[src/hdl/pin_change_params.svh]
// offsets, field positions and reset values of the pin-change block
`ifndef PIN_CHANGE_PARAMS_SVH
`define PIN_CHANGE_PARAMS_SVH
`define PC_ADDR_W          4
`define PC_OFS_A_ENABLE    4'h0
`define PC_OFS_B_ENABLE    4'h1
`define PC_OFS_INT_CTRL    4'h2
`define PC_OFS_PORT_A      4'h3
`define PC_OFS_PORT_B      4'h4
`define PC_OFS_IRQ_STATUS  4'h5
`define PC_OFS_IRQ_CLEAR   4'h6
`define PC_OFS_IRQ_ENABLE  4'h7
`define PC_BIT_FLAG        0
`define PC_BIT_IRQ_EN      3
`define PC_B_IMPL_MASK     8'hf7
`define PC_MASTER_CLEAR_PIN        5
`define PC_RST_ENABLE      8'h00
`define PC_RST_INT_CTRL    8'h00
`define PC_EV_FLAG_SET     0
`define PC_EV_WAKE         1
`endif

[src/hdl/pin_change_pkg.sv]
// types of the pin-change block
package pin_change_pkg;
	typedef logic [7:0] byte_t;
	typedef struct packed {
		byte_t       sync1_a;
		byte_t       sync1_b;
		byte_t       sync2_a;
		byte_t       sync2_b;
		byte_t       latch_a;
		byte_t       latch_b;
		byte_t       en_a;
		byte_t       en_b;
		logic        flag;
		logic        irq_en;
		logic [1:0]  ev_status;
		logic [1:0]  ev_enable;
		byte_t       rdata;
		logic        wake;
	} pc_state_t;
endpackage

[src/hdl/pin_change_interrupt.sv]
// pin-change interrupt logic for port A (8 bits) and port B (7 bits, bit 3 not implemented)
`include "pin_change_params.svh"
`timescale 1ns/1ps
`default_nettype none
module pin_change_interrupt
	import pin_change_pkg::*;
(
	input  wire logic                 sys_clk_i,
	input  wire logic                 srst_i,
	input  wire logic                 master_clear_rst_i,
	input  wire logic                 master_clear_pin_cfg_i,
	input  wire logic                 sleep_i,
	input  wire logic [7:0]           port_a_pins_i,
	input  wire logic [7:0]           port_b_pins_i,
	input  wire logic [7:0]           port_a_analog_select_i,
	input  wire logic [7:0]           port_b_analog_select_i,
	input  wire logic [`PC_ADDR_W-1:0] addr_i,
	input  wire logic [7:0]           wdata_i,
	input  wire logic                 wr_i,
	input  wire logic                 rd_i,
	output logic      [7:0]           rdata_o,
	output logic                      change_irq_o,
	output logic                      wake_o,
	output logic                      irq_o
);
	// =========================================================
	// state
	pc_state_t s_q;
	pc_state_t s_d;
	byte_t     live_a;
	byte_t     live_b;
	logic      mismatch;
	logic      port_access;
	logic      wr_ctrl;
	logic      clr_flag;
	logic [1:0] ev_set;

	// =========================================================
	// detection
	always_comb begin
		live_a = s_q.en_a & ~port_a_analog_select_i;
		live_b = s_q.en_b & ~port_b_analog_select_i & `PC_B_IMPL_MASK;
		// master-clear pin out of detection
		// pin 5 masked
		if (master_clear_pin_cfg_i) begin
			live_a[`PC_MASTER_CLEAR_PIN] = 1'b0;
		end
		mismatch = |(((s_q.sync2_a ^ s_q.latch_a) & live_a)
			| ((s_q.sync2_b ^ s_q.latch_b) & live_b));
		port_access = (rd_i || wr_i) && (addr_i == `PC_OFS_PORT_A
			|| addr_i == `PC_OFS_PORT_B);
		wr_ctrl = wr_i && addr_i == `PC_OFS_INT_CTRL;
		clr_flag = wr_ctrl && !wdata_i[`PC_BIT_FLAG];
	end

	// =========================================================
	// next state
	always_comb begin
		s_d = s_q;
		ev_set = 2'b00;
		s_d.sync1_a = port_a_pins_i;
		s_d.sync1_b = port_b_pins_i;
		s_d.sync2_a = s_q.sync1_a;
		s_d.sync2_b = s_q.sync1_b;
		if (port_access) begin
			s_d.latch_a = s_q.sync2_a;
			s_d.latch_b = s_q.sync2_b;
		end
		s_d.rdata = 8'h00;
		if (rd_i) begin
			unique case (addr_i)
			`PC_OFS_A_ENABLE:   s_d.rdata = s_q.en_a;
			`PC_OFS_B_ENABLE:   s_d.rdata = s_q.en_b;
			`PC_OFS_INT_CTRL: begin
				s_d.rdata[`PC_BIT_FLAG]   = s_q.flag;
				s_d.rdata[`PC_BIT_IRQ_EN] = s_q.irq_en;
			end
			`PC_OFS_PORT_A:     s_d.rdata = s_q.sync2_a;
			`PC_OFS_PORT_B:     s_d.rdata = s_q.sync2_b & `PC_B_IMPL_MASK;
			`PC_OFS_IRQ_STATUS: s_d.rdata = {6'h00, s_q.ev_status};
			`PC_OFS_IRQ_ENABLE: s_d.rdata = {6'h00, s_q.ev_enable};
			default:            s_d.rdata = 8'h00;
			endcase
		end
		if (wr_i) begin
			unique case (addr_i)
			`PC_OFS_A_ENABLE: s_d.en_a = wdata_i;
			`PC_OFS_B_ENABLE: s_d.en_b = wdata_i & `PC_B_IMPL_MASK;
			`PC_OFS_INT_CTRL: s_d.irq_en = wdata_i[`PC_BIT_IRQ_EN];
			`PC_OFS_IRQ_ENABLE: s_d.ev_enable = wdata_i[1:0];
			default: ;
			endcase
		end
		if (clr_flag) begin
			s_d.flag = 1'b0;
		end
		if (mismatch) begin
			s_d.flag = 1'b1;
		end
		s_d.wake = mismatch && s_q.irq_en && sleep_i;
		ev_set[`PC_EV_FLAG_SET] = mismatch && !s_q.flag;
		ev_set[`PC_EV_WAKE] = s_d.wake && !s_q.wake;
		if (wr_i && addr_i == `PC_OFS_IRQ_CLEAR) begin
			s_d.ev_status = s_q.ev_status & ~wdata_i[1:0];
		end
		s_d.ev_status = s_d.ev_status | ev_set;
		// master clear keeps copy and enables, clears irq_en and events, reloads flag from mismatch
		if (master_clear_rst_i) begin
			s_d.flag      = mismatch;
			s_d.irq_en    = 1'b0;
			s_d.ev_status = 2'b00;
			s_d.ev_enable = 2'b00;
			s_d.wake      = 1'b0;
		end
	end

	// =========================================================
	// registers
	always_ff @(posedge sys_clk_i) begin
		if (srst_i) begin
			s_q <= '0;
			s_q.en_a <= `PC_RST_ENABLE;
			s_q.en_b <= `PC_RST_ENABLE;
		end else begin
			s_q <= s_d;
		end
	end

	assign rdata_o = s_q.rdata;
	assign change_irq_o = s_q.flag && s_q.irq_en;
	assign wake_o = s_q.wake;
	assign irq_o = |(s_q.ev_status & s_q.ev_enable);
endmodule
`default_nettype wire

[config.mk]
export PLATFORM = sky130hd
export DESIGN_NAME = pin_change_interrupt
export DESIGN_NICKNAME = d
export VERILOG_FILES = /design/src/hdl/pin_change_pkg.sv /design/src/hdl/pin_change_interrupt.sv
export VERILOG_INCLUDE_DIRS = /design/src /design/src/hdl
export SDC_FILE = /design/constraint.sdc
export NUM_CORES = 1
export LEC_CHECK = 0
export BUFFER_PORTS_ARGS = -buffer_cell sky130_fd_sc_hd__buf_2
export CORE_UTILIZATION = 45
export DETAILED_ROUTE_END_ITERATION = 10
export HOLD_SLACK_MARGIN = 0.05
export PLACE_DENSITY = 0.81
export RECOVER_POWER = 25
export SLEW_MARGIN = 20
export SYNTH_ARGS = -nofsm -noshare
export SYNTH_HDL_FRONTEND = slang
export SYNTH_SLANG_ARGS = --single-unit
[constraint.sdc]
create_clock -name sys_clk_i -period 1.5 [get_ports sys_clk_i]
set_clock_uncertainty 0.2 [all_clocks]
set_input_delay 0 -clock sys_clk_i [delete_from_list [all_inputs] [get_ports sys_clk_i]]
set_output_delay 0 -clock sys_clk_i [all_outputs]
set_load 0.1 [all_outputs]
; ---- Yosys cells after proc, flatten, opt, wreduce, memory -nomap -nowiden
; Index checks and enable logic that the tools add are counted.
[op_classes]
n_lt_le_gt_ge = 0
add_sub_neg = 0
n_eq_ne = 7
shifts = 0
bitwise = 14
n_div = 0
n_reduce_logical = 24
muxes = 13
mul = 0
[ops]
columns = operator, n
row1 = $and A8 B8 Y8, 4
row2 = $eq A4 B3 Y1 const B, 4
row3 = $not A8 Y8, 2
row4 = $pmux W4 S4, 1
row5 = $xor A8 B8 Y8, 2
row6 = $pmux W2 S6, 1
row7 = $logic_and A1 B1 Y1, 9
row8 = $eq A4 B2 Y1 const B, 2
row9 = $or A8 B8 Y8, 1
row10 = $reduce_and A2 Y1, 4
row11 = $reduce_or A8 Y1, 1
row12 = $pmux W1 S7, 1
row13 = $mux W2, 3
row14 = $mux W6, 1
row15 = $reduce_or A2 Y1, 3
row16 = $mux W1, 5
row17 = $and A2 B2 Y2, 2
row18 = $eq A4 B1 Y1 const B, 1
row19 = $logic_not A4 Y1, 1
row20 = $logic_not A1 Y1, 3
row21 = $pmux W1 S3, 1
row22 = $reduce_bool A3 Y1, 1
row23 = $logic_or A1 B1 Y1, 2
row24 = $not A2 Y2, 1
row25 = 2 further kinds, 2
[totals]
wordCells = 72
latchBits = 0
memories = 0
output_inout_bits = 11
rom_bits = 0
mem_bits_rw = 0
inputBits = 51
register_bits = 78

; ---- Longest topological paths before layout
[depth]
depth_word = 11
depth_mapped = 6
depth_no_buf = 5

; ---- Least setup slack after synthesis
; No wires, ideal clock.
[synth_timing]
kind = input -> register
startpoint = input addr_i[2]
endpoint = register s_q[35] in the netlist's numbering
setup_slack_ps = 27
setup_ps = 128
t_required_ps = 1172
arrival_ps = 1146
cell_stages = 6
path_buffers = 1
path_cell_list = and2b_1 -> mux2i_1 -> nor3_4 -> buf_6 -> mux2i_1 -> nor2_1
[synth_between]
elab_chain_cells = 3
elab_cells_between_ends = 4
cone_classes = 2 x eq/ne / 2 x reduce/logical
[synth_lines]
columns = item, line_no
row1 = "start, declared", pin_change_interrupt.sv:17  ; input wire logic [`PC_ADDR_W-1:0] addr_i,
row2 = $eq A4 B2 Y1 or $eq A4 B3 Y1 (tied branches), n/a
row3 = $logic_or A1 B1 Y1 (no source line) (*), n/a
row4 = $logic_and A1 B1 Y1 (*), pin_change_interrupt.sv:50  ; port_access = (rd_i || wr_i) && (addr_i == `PC_OFS_PORT_A
row5 = "end, declared", pin_change_interrupt.sv:28  ; pc_state_t s_q;
; Mark *: on every way between the ends. The rest lies on a longest branch, timed or not.
; A chain may end at the register's enable or synchronous reset.

; ---- Worst setup path in the final report
[layout_timing]
startpoint = register s_q[57] in the netlist's numbering
endpoint = register s_q[14] in the netlist's numbering
[layout_between]
elab_chain_cells = 6
elab_cells_between_ends = 7
cone_classes = 2 x mux / 3 x bitwise / 2 x reduce/logical
[layout_lines]
columns = item, line_no
row1 = $xor A8 B8 Y8 (*), pin_change_interrupt.sv:48  ; mismatch = |(((s_q.sync2_a ^ s_q.latch_a) & live_a)
row2 = $and A8 B8 Y8 (*), pin_change_interrupt.sv:48
row3 = $or A8 B8 Y8 (*), pin_change_interrupt.sv:49  ; | ((s_q.sync2_b ^ s_q.latch_b) & live_b));
row4 = $reduce_or A8 Y1 (*), pin_change_interrupt.sv:48
row5 = $mux W1, pin_change_interrupt.sv:97  ; if (mismatch) begin
row6 = $mux W6, pin_change_interrupt.sv:108  ; if (master_clear_rst_i) begin
; Marks and branches as above.

==> results.ini <==
[sta]
final_hold_viol_count = 0
final-max-slew-violation-count = 0
worst_slew_pin_slew_ns = 0.634
slew_headroom = 0.578
fmax_achieved_mhz = 625
timing.final.setup_violations = 4
fin_crit_sh = 1.07
rsz0062_at_grt = yes
final_total_negative_setup_slack_ns = -0.335
layout_min_cycle_time_ns = 1.60
finalWorstSetupSlack_ns = -0.101

[worst_setup_path]
cp_max_fo = 4
worst_path_max_delay_cell = sky130_fd_sc_hd__dfxtp_2
worstSetupPathType = register to register
timing.critical_path.required_ns = 1.51
worst_ep_arrival_time_ns = 1.61
worst-r2r-setup-slack_ns = -0.10
origin_of_the_worst_setup_path = s_q[57]
timing.rr.start = s_q[57]
timing.critical_path.max_delay_family = simple AND/OR/NAND/NOR gates
crit_path_max_incr_delay_ns = 0.33
timing.critical_path.buf_inv = 0
startpoint_type = register
critical_path_cell_sequence = xnor2_1 -> nor3b_1 -> nor4_1 -> and4_4 -> a21oi_2
worst_setup_path_end_kind = register

[finish]
layout.nets = 474
antenna-diode-count = 0
final_common_cell = sky130_fd_sc_hd__dfxtp_1
multi_input_area_um2 = 1470
fillerInstances = 479
layout-area-overhead-vs-synth_pct = 42.2
fraction_of_final_layout_cells_sized_beyond_drive_strength_1 = 0.321
finish.instance_area_um2 = 4290
layout.cells.most_common_list = 65 x sky130_fd_sc_hd__dfxtp_1, 48 x sky130_fd_sc_hd__buf_2, 39 x sky130_fd_sc_hd__dlygate4sd3_1, 36 x sky130_fd_sc_hd__nor2_1, 35 x sky130_fd_sc_hd__buf_4
regArea_um2 = 1510

[routing]
routed.top_layer = met4
wl_met3_um = 517
routed_vias_inst = 5.32
drt-initial-drc-count = 297
drtAntennaViolNets = 0
met2_wirelength_um = 3660
routed_wirelength_um = 7550
dr_total_vias = 2681
drtPass1Iterations = 8
drc_errors = 8
route.layer.met1.wl_um = 3190
routedWlPerCell_um = 15.0

[yosys]
flops_latches_synth = 75
synth_cell_types = 36
mapped_cell_area_um2 = 3010
syn-num-nets = 352
post_synthesis_cell_count = 301
synth.avg_cell_area_um2 = 10.0
synthesis_warnings = 0
synth_seq_area_share = 0.498

[pwr]
pwr_density_cell_nw_per_um2 = 997
swShare = 0.214
total_leakage_power_nw = 1.74
seq_power_share = 0.483
combinational_share_of_power = 0.097
largest_voltage_drop_on_the_vdd_net_mv = 0.720
p_clk_frac = 0.420
p_switching_w = 0.000915
power_report.internal_total_w = 0.00336

[flow_run]
max-cap-violations = 0

[clocking]
cts_post_setup_buffers_inserted = 0
worst_setup_hold_path_clk_slew_ns = 0.07
clock_tree.htree_level_count = 3
clk-insertion-delay-late_ns = 0.35
clock-root-buffer = sky130_fd_sc_hd__clkbuf_8
cts_tree = done
cts_made_buffers = 9
num_clock_sinks = 75
cts-root-to-sink-buffers = 2

[floorplanning]
fp.dieArea_um2 = 7030
die_width_um = 83.8
floorplan.initialDensity = 0.469
core_um2 = 6420
io_pins = 62
die-height_um = 83.8
rows = 29

[placement]
detailedPlacementHpwl_um = 4930
place.gp.congestion = 0.814
detailed_place.area_um2 = 3530
port_buffers = 59

[global_routing]
globalRouteTotalUtil = 0.220
grt_pass1_vias = 2625
number_of_antenna_violations_at_the_first_check_in_global_routing = 0
grt_start_max_net_pins = 63
first_pass_grt_wire_length_um = 12000
globalRoute.totalOverflow = 0

[status]
status = finished, violations left
violations = design-rule violations, negative setup slack

[hold_path]
timing.hold.worst.start = addr_i[2]
hold_class = input port to register

==> tightest hold or removal path: stages <==
cell	delay [ns]
sky130_fd_sc_hd__buf_2	0.13
sky130_fd_sc_hd__buf_4	0.17
sky130_fd_sc_hd__nor3_2	0.08
sky130_fd_sc_hd__a21oi_2	0.13
sky130_fd_sc_hd__nor2_1	0.05
==> through the flow <==
step / util / hold slack (ns) / setup slack [ns] / total power [W] / cells
final: 0.667 / 0.0609 / -0.101 / 0.00427 / 504
after global routing: 0.667 / 0.0963 / -0.132 / 0.00444 / 504
after CTS: 0.653 / 0.0590 / -0.105 / 0.00429 / 503
after detailed placement: 0.550 / 0.0116 / -0.168 / 0.00243 / 448
after global placement: 0.550 / 0.00847 / -0.106 / 0.00242 / 448
after floorplan: - / -0.121 / 0.0268 / 0.00227 / 301
==> repair_timing <==
action	CTS	global route
hold endpoints to repair	45	1
pin swaps	3	8
hold buffers	40	1
cloned	0	0
setup endpoints to repair	6	26
gates resized for setup	11	21
==> path summary, 6_finish.rpt <==
check	end	cells past startpoint
setup / recovery	s_q[14]	5
hold / removal	rdata_o[1]	5
setup reg to reg	s_q[14]	5
hold reg to reg	s_q[53]	1
==> registers in the layout, indices dropped and copies added, names as in the netlist <==
register,flops
s_d,15
wake_o,1
s_q,51
rdata_o,8
==> power groups by stage <==
stage	registers, W	logic (W)	clock network (W)
after global routing	0.00207	0.000445	0.00193
after floorplan	0.00210	0.000164	0
final	0.00206	0.000413	0.00179
after detailed placement	0.00211	0.000321	0
after CTS	0.00206	0.000394	0.00184
after global placement	0.00210	0.000316	0
==> synth_stat cells, drive strengths merged <==
library cell	number	area (um2)
nand2	12	45.0
nand4b	1	8.76
nor3	6	41.3
nor3b	15	113
nor4	6	43.8
o41ai	1	8.76
and2b	2	15.0
mux2	2	22.5
a22oi	2	15.0
and4	1	8.76
xnor2	15	131
mux2i	26	260
o31ai	1	7.51
a2111o	1	11.3
nand3b	1	7.51
dfxtp	75	1500
o21ai	1	5.00
nor2b	32	200
a21oi	11	55.1
a2111oi	1	8.76
a222oi	5	50.1
a22o	6	52.6
and2	1	6.26
clkbuf	11	41.3
nand3	12	60.1
nor4b	1	8.76
nand4	1	6.26
mux4	2	45.0
nand2b	2	12.5
buf	12	86.3
nor2	36	135
==> final cells by class <==
| class | count | share of cell area |
|---|---|---|
| Multi-Input combinational cell | 203 | 0.344 |
| Timing Repair Buffer | 134 | 0.227 |
| Sequential cell | 75 | 0.353 |
| Clock inverter | 5 | 0.0239 |
| Tap cell | 77 | 0.0225 |
| Clock buffer | 10 | 0.0298 |
==> cells by family (layout without fill, tap and decap cells) <==
logic type | Yosys count | after routing | share of synthesized area
AOI/OAI and AO/OA | 29 | 29 | 0.0710
buffers and inverters | 23 | 149 | 0.0423
DFF | 75 | 75 | 0.498
xor gates and xnor gates | 15 | 15 | 0.0436
muxes | 30 | 30 | 0.109
and+or+nand+nor | 129 | 129 | 0.236
==> layer usage <==
metal  vias to the layer above  track usage
li1                       1286            -
met3                        20       0.0554
met4                         0        0.103
met1                      1247        0.271
met5                         -            0
met2                       128        0.361
No activity file was read; power rests on OpenSTA's default activity.
